**config.mk**
```make
export PLATFORM = sky130hd
export DESIGN_NAME = interrupt_ctrl_registers
export DESIGN_NICKNAME = d
export VERILOG_FILES = /design/src/intc_regs_pkg.sv /design/src/interrupt_ctrl_registers.sv
export SDC_FILE = /design/constraint.sdc
export NUM_CORES = 1
export LEC_CHECK = 0
export ABC_AREA = 1
export BUFFER_PORTS_ARGS = -buffer_cell sky130_fd_sc_hd__buf_2
export CORE_ASPECT_RATIO = 0.8
export CORE_MARGIN = 2
export CORE_UTILIZATION = 45
export DETAILED_ROUTE_END_ITERATION = 8
export GPL_TIMING_DRIVEN = 1
export HOLD_SLACK_MARGIN = 0.03
export MAX_ROUTING_LAYER = met4
export PLACE_DENSITY = 0.77
export SLEW_MARGIN = 25
export SYNTH_ARGS = -nofsm -noshare
export SYNTH_HDL_FRONTEND = slang
export SYNTH_SLANG_ARGS = --single-unit
```
**constraint.sdc**
```tcl
create_clock -name core_clk -period 5.2 [get_ports core_clk]
set_input_delay 1.04 -clock core_clk [delete_from_list [all_inputs] [get_ports core_clk]]
set_output_delay 1.04 -clock core_clk [all_outputs]
set_load 0.02 [all_outputs]
```
**src/intc_regs_pkg.sv**
```systemverilog
package intc_regs_pkg;

    // ********************************************************************
    // Bus geometry
    // ********************************************************************
    localparam int ADDR_W = 8;
    localparam int DATA_W = 16;

    // ********************************************************************
    // Register offsets
    // ********************************************************************
    localparam logic [7:0] OFS_CONTROL_TWO  = 8'h00;
    localparam logic [7:0] OFS_ENABLE_TWO   = 8'h04;
    localparam logic [7:0] OFS_PRIORITY_0   = 8'h08;
    localparam logic [7:0] OFS_LEVEL_VECTOR = 8'h0C;
    localparam logic [7:0] OFS_EVT_STATUS   = 8'h10;
    localparam logic [7:0] OFS_EVT_MASK     = 8'h14;

    // ********************************************************************
    // Control register fields
    // ********************************************************************
    localparam int CTL_ALT_VT_BIT  = 15;
    localparam int CTL_HOLDOFF_BIT = 14;
    localparam int CTL_POL_MSB     = 4;
    localparam int NUM_EXT         = 5;

    // ********************************************************************
    // Enable register: implemented bits 15,14,12..3
    // ********************************************************************
    localparam logic [15:0] ENABLE_IMPL_MASK = 16'hDFF8;
    localparam logic [15:0] ENABLE_RESET     = 16'h0000;

    // ********************************************************************
    // Priority register: four 3-bit fields, lowest field external 0
    // ********************************************************************
    localparam int          NUM_PRIO_SRC   = 4;
    localparam int          PRIO_W         = 3;
    localparam int          PRIO_STRIDE    = 4;
    localparam logic [15:0] PRIO_IMPL_MASK = 16'h7777;
    localparam logic [15:0] PRIO_RESET     = 16'h4444;
    localparam logic [2:0]  PRIO_DISABLED  = 3'h0;

    // ********************************************************************
    // Level / vector status fields
    // ********************************************************************
    localparam int LVL_LSB = 8;
    localparam int LVL_W   = 4;
    localparam int VEC_W   = 7;

    // Vector index of each prioritised source, minus eight
    localparam logic [6:0] VEC_EXT0   = 7'h00;
    localparam logic [6:0] VEC_INCAP1 = 7'h01;
    localparam logic [6:0] VEC_OUTCMP1 = 7'h02;
    localparam logic [6:0] VEC_TIMER1 = 7'h03;

    // ********************************************************************
    // Event status: bits 4..0 external edges, bit 5 gated request
    // ********************************************************************
    localparam int EVT_W       = 6;
    localparam int EVT_REQ_BIT = 5;

endpackage : intc_regs_pkg

```
**src/interrupt_ctrl_registers.sv**
```systemverilog
// The strobed register port and the address map are this design's own decisions.
`timescale 1ns/1ps
module interrupt_ctrl_registers (
    // Clock and reset
    input  wire logic        core_clk,
    input  wire logic        reset_n,
    // Register port
    input  wire logic [7:0]  addr,
    input  wire logic [15:0] wdata,
    input  wire logic        wr_stb,
    input  wire logic        rd_stb,
    output logic      [15:0] rdata,
    // Core side
    input  wire logic        holdoff_in,
    input  wire logic        core_ack,
    output logic             alt_vector_table_sel,
    output logic      [3:0]  new_cpu_prio_level,
    output logic      [6:0]  pending_vector_index,
    // Peripheral requests
    input  wire logic [4:0]  ext_irq_pin,
    input  wire logic [2:0]  src_req,
    input  wire logic [15:0] periph_req,
    output logic      [15:0] gated_req,
    // Event interrupt
    output logic             irq
);

    // ********************************************************************
    // Register state
    // ********************************************************************
    logic        alt_vt_q;
    logic        holdoff_q;
    logic [4:0]  ext_pol_q;
    logic [15:0] enable_q;
    logic [15:0] prio_q;
    logic [3:0]  level_q;
    logic [6:0]  vector_q;
    logic [5:0]  evt_stat_q;
    logic [5:0]  evt_mask_q;
    logic [15:0] rdata_q;
    logic [15:0] gated_q;
    logic        irq_q;
    logic [4:0]  ext_prev_q;
    logic [4:0]  ext_edge;
    logic [3:0]  pending_q;
    logic [3:0]  pending_set;

    logic wr_ctl;
    logic wr_en;
    logic wr_prio;
    logic wr_stat;
    logic wr_mask;

    assign wr_ctl  = wr_stb && (addr == intc_regs_pkg::OFS_CONTROL_TWO);
    assign wr_en   = wr_stb && (addr == intc_regs_pkg::OFS_ENABLE_TWO);
    assign wr_prio = wr_stb && (addr == intc_regs_pkg::OFS_PRIORITY_0);
    assign wr_stat = wr_stb && (addr == intc_regs_pkg::OFS_EVT_STATUS);
    assign wr_mask = wr_stb && (addr == intc_regs_pkg::OFS_EVT_MASK);

    // ********************************************************************
    // Control register
    // ********************************************************************
    always_ff @(posedge core_clk) begin
        if (!reset_n) begin
            alt_vt_q  <= 1'b0;
            ext_pol_q <= 5'h00;
        end else if (wr_ctl) begin
            alt_vt_q  <= wdata[intc_regs_pkg::CTL_ALT_VT_BIT];
            ext_pol_q <= wdata[intc_regs_pkg::CTL_POL_MSB:0];
        end
    end

    // Status mirror; software writes to it are dropped
    always_ff @(posedge core_clk) begin
        if (!reset_n) begin
            holdoff_q <= 1'b0;
        end else begin
            holdoff_q <= holdoff_in;
        end
    end

    // ********************************************************************
    // Enable and priority registers
    // ********************************************************************
    always_ff @(posedge core_clk) begin
        if (!reset_n) begin
            enable_q <= intc_regs_pkg::ENABLE_RESET;
        end else if (wr_en) begin
            enable_q <= wdata & intc_regs_pkg::ENABLE_IMPL_MASK;
        end
    end

    always_ff @(posedge core_clk) begin
        if (!reset_n) begin
            prio_q <= intc_regs_pkg::PRIO_RESET;
        end else if (wr_prio) begin
            prio_q <= wdata & intc_regs_pkg::PRIO_IMPL_MASK;
        end
    end

    // Each enable bit passes its own request; positions fixed by the mask
    always_ff @(posedge core_clk) begin
        if (!reset_n) begin
            gated_q <= 16'h0000;
        end else begin
            gated_q <= periph_req & enable_q;
        end
    end

    // ********************************************************************
    // External edge detection
    // ********************************************************************
    always_ff @(posedge core_clk) begin
        if (!reset_n) begin
            // Follows the pin in reset: a line held high gives no false edge
            ext_prev_q <= ext_irq_pin;
        end else begin
            ext_prev_q <= ext_irq_pin;
        end
    end

    genvar gi;
    generate
        for (gi = 0; gi < intc_regs_pkg::NUM_EXT; gi++) begin : g_edge
            assign ext_edge[gi] = ext_pol_q[gi] ? (ext_prev_q[gi] && !ext_irq_pin[gi])
                                                : (!ext_prev_q[gi] && ext_irq_pin[gi]);
        end
    endgenerate

    // ********************************************************************
    // Pending sources and arbitration
    // ********************************************************************
    // Index 0 external 0, 1 input capture 1, 2 output compare 1, 3 timer 1
    assign pending_set = {src_req[2], src_req[1], src_req[0], ext_edge[0]};

    logic [2:0] win_prio;
    logic [1:0] win_idx;
    logic       win_valid;
    logic [6:0] win_vec;

    always_comb begin
        logic [2:0] fld;
        fld       = 3'h0;
        win_prio  = intc_regs_pkg::PRIO_DISABLED;
        win_idx   = 2'h0;
        win_valid = 1'b0;
        for (int i = 0; i < intc_regs_pkg::NUM_PRIO_SRC; i++) begin
            fld = prio_q[i*intc_regs_pkg::PRIO_STRIDE +: intc_regs_pkg::PRIO_W];
            // Strict compare: ties go to the lower index; zero never wins
            if (pending_q[i] && (fld > win_prio)) begin
                win_prio  = fld;
                win_idx   = i[1:0];
                win_valid = 1'b1;
            end
        end
    end

    always_comb begin
        unique case (win_idx)
            2'h0: win_vec = intc_regs_pkg::VEC_EXT0;
            2'h1: win_vec = intc_regs_pkg::VEC_INCAP1;
            2'h2: win_vec = intc_regs_pkg::VEC_OUTCMP1;
            2'h3: win_vec = intc_regs_pkg::VEC_TIMER1;
        endcase
    end

    // Acknowledge retires the reported winner; a new request wins over it
    always_ff @(posedge core_clk) begin
        if (!reset_n) begin
            pending_q <= 4'h0;
        end else begin
            for (int i = 0; i < intc_regs_pkg::NUM_PRIO_SRC; i++) begin
                if (pending_set[i]) begin
                    pending_q[i] <= 1'b1;
                end else if (core_ack && level_q != 4'h0 && vector_q == win_vec && win_idx == i[1:0]) begin
                    pending_q[i] <= 1'b0;
                end
            end
        end
    end

    always_ff @(posedge core_clk) begin
        if (!reset_n) begin
            level_q  <= 4'h0;
            vector_q <= 7'h00;
        end else if (win_valid) begin
            level_q  <= {1'b0, win_prio};
            vector_q <= win_vec;
        end else begin
            level_q  <= 4'h0;
            vector_q <= 7'h00;
        end
    end

    // ********************************************************************
    // Event status and mask
    // ********************************************************************
    logic [5:0] evt_in;
    assign evt_in = {|gated_q, ext_edge};

    always_ff @(posedge core_clk) begin
        if (!reset_n) begin
            evt_stat_q <= 6'h00;
        end else begin
            // Set beats a same-cycle write-one clear
            evt_stat_q <= (evt_stat_q & ~(wr_stat ? wdata[5:0] : 6'h00)) | evt_in;
        end
    end

    always_ff @(posedge core_clk) begin
        if (!reset_n) begin
            evt_mask_q <= 6'h00;
        end else if (wr_mask) begin
            evt_mask_q <= wdata[5:0];
        end
    end

    always_ff @(posedge core_clk) begin
        if (!reset_n) begin
            irq_q <= 1'b0;
        end else begin
            irq_q <= |(evt_stat_q & evt_mask_q);
        end
    end

    // ********************************************************************
    // Read port
    // ********************************************************************
    always_ff @(posedge core_clk) begin
        if (!reset_n) begin
            rdata_q <= 16'h0000;
        end else if (rd_stb) begin
            unique case (addr)
                intc_regs_pkg::OFS_CONTROL_TWO:
                    rdata_q <= {alt_vt_q, holdoff_q, 9'h000, ext_pol_q};
                intc_regs_pkg::OFS_ENABLE_TWO:   rdata_q <= enable_q;
                intc_regs_pkg::OFS_PRIORITY_0:   rdata_q <= prio_q;
                intc_regs_pkg::OFS_LEVEL_VECTOR:
                    rdata_q <= {4'h0, level_q, 1'b0, vector_q};
                intc_regs_pkg::OFS_EVT_STATUS:   rdata_q <= {10'h000, evt_stat_q};
                intc_regs_pkg::OFS_EVT_MASK:     rdata_q <= {10'h000, evt_mask_q};
                default:                         rdata_q <= 16'h0000;
            endcase
        end else begin
            rdata_q <= 16'h0000;
        end
    end

    assign rdata                = rdata_q;
    assign alt_vector_table_sel = alt_vt_q;
    assign new_cpu_prio_level   = level_q;
    assign pending_vector_index = vector_q;
    assign gated_req            = gated_q;
    assign irq                  = irq_q;
endmodule : interrupt_ctrl_registers

```
==> metrics.yaml <==
powerDensity_nw_per_um2: 296
final_area_sq_um: 4420
p_leak_nw: 2.10
start_kind: "flip-flop"
criticalPathCategory: "reg -> reg"
design.core.area_sq_um: 8020
via_per_inst: 5.16
overflow: 0
cts_tree: "built"
maxCapViolations: 0
path_clk_slew_ns: 0.09
ys_dominant_reg_cell: "dfxtp_1"
grt.total_usage_pct: 22.2
hold_viol: 0
syn_area_sq_um: 3760
worst_ep_required_time_ns: 5.50
synth_top_cells_by_count: "nand2_1 (102), dfxtp_1 (86), inv_1 (72)"
area_delta_synth_final_pct: 17.4
grt_setup_unrepaired: "false"
cts_resized: 0
cts.htree.levels: 3
setup_viol: 0
final.min_clock_period_ns: 4.45
pin_count: 99
relSlewSlack_pct: 62.4
ant_nets: 0
wire_per_inst_um: 13.7
remaining_drc_errors: 0
synth-seq-cells: 86
io_buffers: 84
drtPass1Iterations: 5
layout.nets: 650
cts.sinks: 86
dpl.hpwl_um: 7060
rows: 29
endpoint_kind: "flip-flop"
final_max_slew_viol_count: 0
yosys_warnings: 0
vias: 3613
hold_buffers: 0
synth_top_cell_area_share_pct: 45.7
synth_edf_count: 0
die-area_sq_um: 9120
power_mw: 1.31
diodes: 0
grt_first_pass_wirelength_um: 15700
syn-instance-count: 504
finClkSkew_ns: 0.00917
fin_setup_tns_ns: 0
avgSynthCellArea_sq_um: 7.47
initial_core_util_pct: 46.9
die_y_um: 85.8
wl_um: 9570
yosysSeqAreaShare_pct: 45.7
antenna_found_initial: 0
cts_root_buf: "clkbuf_8"
gp_congestion: 0.895
hp-class: "reg -> reg"
yosysMostFrequentCell: "nand2_1"
max-vdd-ir-drop_mv: 0.147
tightest_slew_ns: 0.564
timing.fmax_mhz: 225
outcome: "finished clean"
yosys.area.top_type: "dfxtp_1"
clk-insertion-delay-late_ns: 0.36
synth.distinct_cells: 35
dpl_cell_area_sq_um: 4210
critical_path_arrival_ns: 4.75
ctsLongestPathBuffers: 2
path_max_fanout: 11
postSynth.asyncResetShare_pct: 0
drive_above_1_share_pct: 19.6
die_x_um: 106
synthTopCellsByArea: "dfxtp_1 (46%), nand2_1 (10%), inv_1 (7.2%)"
cts_setup_buffers: 0
drtIter0Drc: 367
numCtsBuffers: 9
grt_max_degree: 35
grt_pass1_vias: 3277
fin_crit_sh_pct: 85.6
[power breakdown]
group | internal (mW) | switching (mW) | total [mW]
clock | 0.227 | 0.255 | 0.482
sequential | 0.671 | 0.00812 | 0.679
combinational | 0.0487 | 0.0970 | 0.146
total | 0.947 | 0.361 | 1.31
[layout by cell type, fill, tap and decap left out, drive strengths merged]
| cell | instances |
|---|---|
| nand2 | 107 |
| dfxtp | 86 |
| buf | 85 |
| inv | 78 |
| a21oi | 48 |
| nor2 | 43 |
| o21ai | 42 |
| nand3 | 30 |
| conb | 10 |
| nor3 | 10 |
| ha | 9 |
| clkbuf | 9 |
| a31oi | 7 |
| o22ai | 4 |
| or3 | 3 |
| o221ai | 3 |
| nor4 | 3 |
| nand3b | 2 |
| a41oi | 2 |
| o211ai | 2 |
| clkinv | 2 |
| clkinvlp | 2 |
| nand4 | 1 |
| a31o | 1 |
| a221oi | 1 |
| and3 | 1 |
| bufinv | 1 |
[cell type report]
cell class,instances,area [sq um]
clock inverters,7,80.1
inverters,76,288
flip-flops and latches,86,1720
fillers,761,3600
multi-input cells,329,1640
well taps,108,135
clock buffers,9,124
repair buffers,85,428
[state kept, by name, summed over array words and instances, names as in the netlist, 3 cells and up]
| name | cells |
|---|---|
| new_cpu_prio_level | 3 |
| rdata | 16 |
| prio_q | 12 |
| ext_prev_q | 5 |
| ext_pol_q | 5 |
| evt_mask_q | 6 |
| enable_q | 12 |
| gated_req | 12 |
| pending_q | 4 |
| evt_stat_q | 6 |
[routing by layer]
metal / part of all wire (%) / global-route usage [%] / up-vias
li1: - / - / 1787
met1: 46 / 30.1 / 1656
met2: 44 / 33.7 / 156
met3: 8.7 / 4.79 / 14
met4: 1.2 / 6.10 / 0
met5: 0 / - / -
[stage by stage]
stage	std cells	worst slack (ns)	hold WS, ns	util (%)
2_1_floorplan	513	1.70	0.410	-
4_1_cts	700	0.879	0.431	55.1
5_1_grt	700	0.275	0.444	55.1
3_5_place_dp	684	0.913	0.417	52.5
6_report	700	0.747	0.432	55.1
3_3_place_gp	684	1.03	0.417	52.5
[path summary, 6_finish.rpt]
path                                           startpoint                               end  slack, ns  depth (start not counted)
worst max-delay path               prio_q[1]$_SDFFE_PN0P_  new_cpu_prio_level[2]$_SDFF_PN0_       0.75                         25
worst min-delay path            enable_q[10]$_SDFFE_PN0P_          gated_req[10]$_SDFF_PN0_       0.43                          2
worst max register to register     prio_q[1]$_SDFFE_PN0P_  new_cpu_prio_level[2]$_SDFF_PN0_       0.75                         25
worst min register to register  enable_q[10]$_SDFFE_PN0P_          gated_req[10]$_SDFF_PN0_       0.43                          2
[cells by family after synthesis]
group                      synth area share, %
DFF                                       45.7
buffers and inverters                     11.6
other                                   0.0996
adders and majority gates                 2.99
and+or+nand+nor                           23.8
AOI/OAI and AO/OA                         15.8
[worst max-delay path, cell delays in order (launching register included)]
cell and delay (ns):
dfxtp_1 0.39, nor2_1 0.07, a21oi_1 0.19, nand2_1 0.11, ha_1 0.31, nand3_1 0.08, nand2_1 0.07, inv_1 0.05
nand2_1 0.14, o21ai_0 0.35, ha_1 0.33, nand3_1 0.10, nand2_1 0.07, nor2_1 0.31, nand2_1 0.09, o21ai_0 0.15
ha_1 0.30, nand3_1 0.08, nand2_1 0.05, inv_1 0.04, nand2_1 0.19, inv_1 0.21, nor2_1 0.07, a21oi_1 0.34
o21ai_0 0.16, a21oi_1 0.13
No activity file was read; power rests on OpenSTA's default activity.
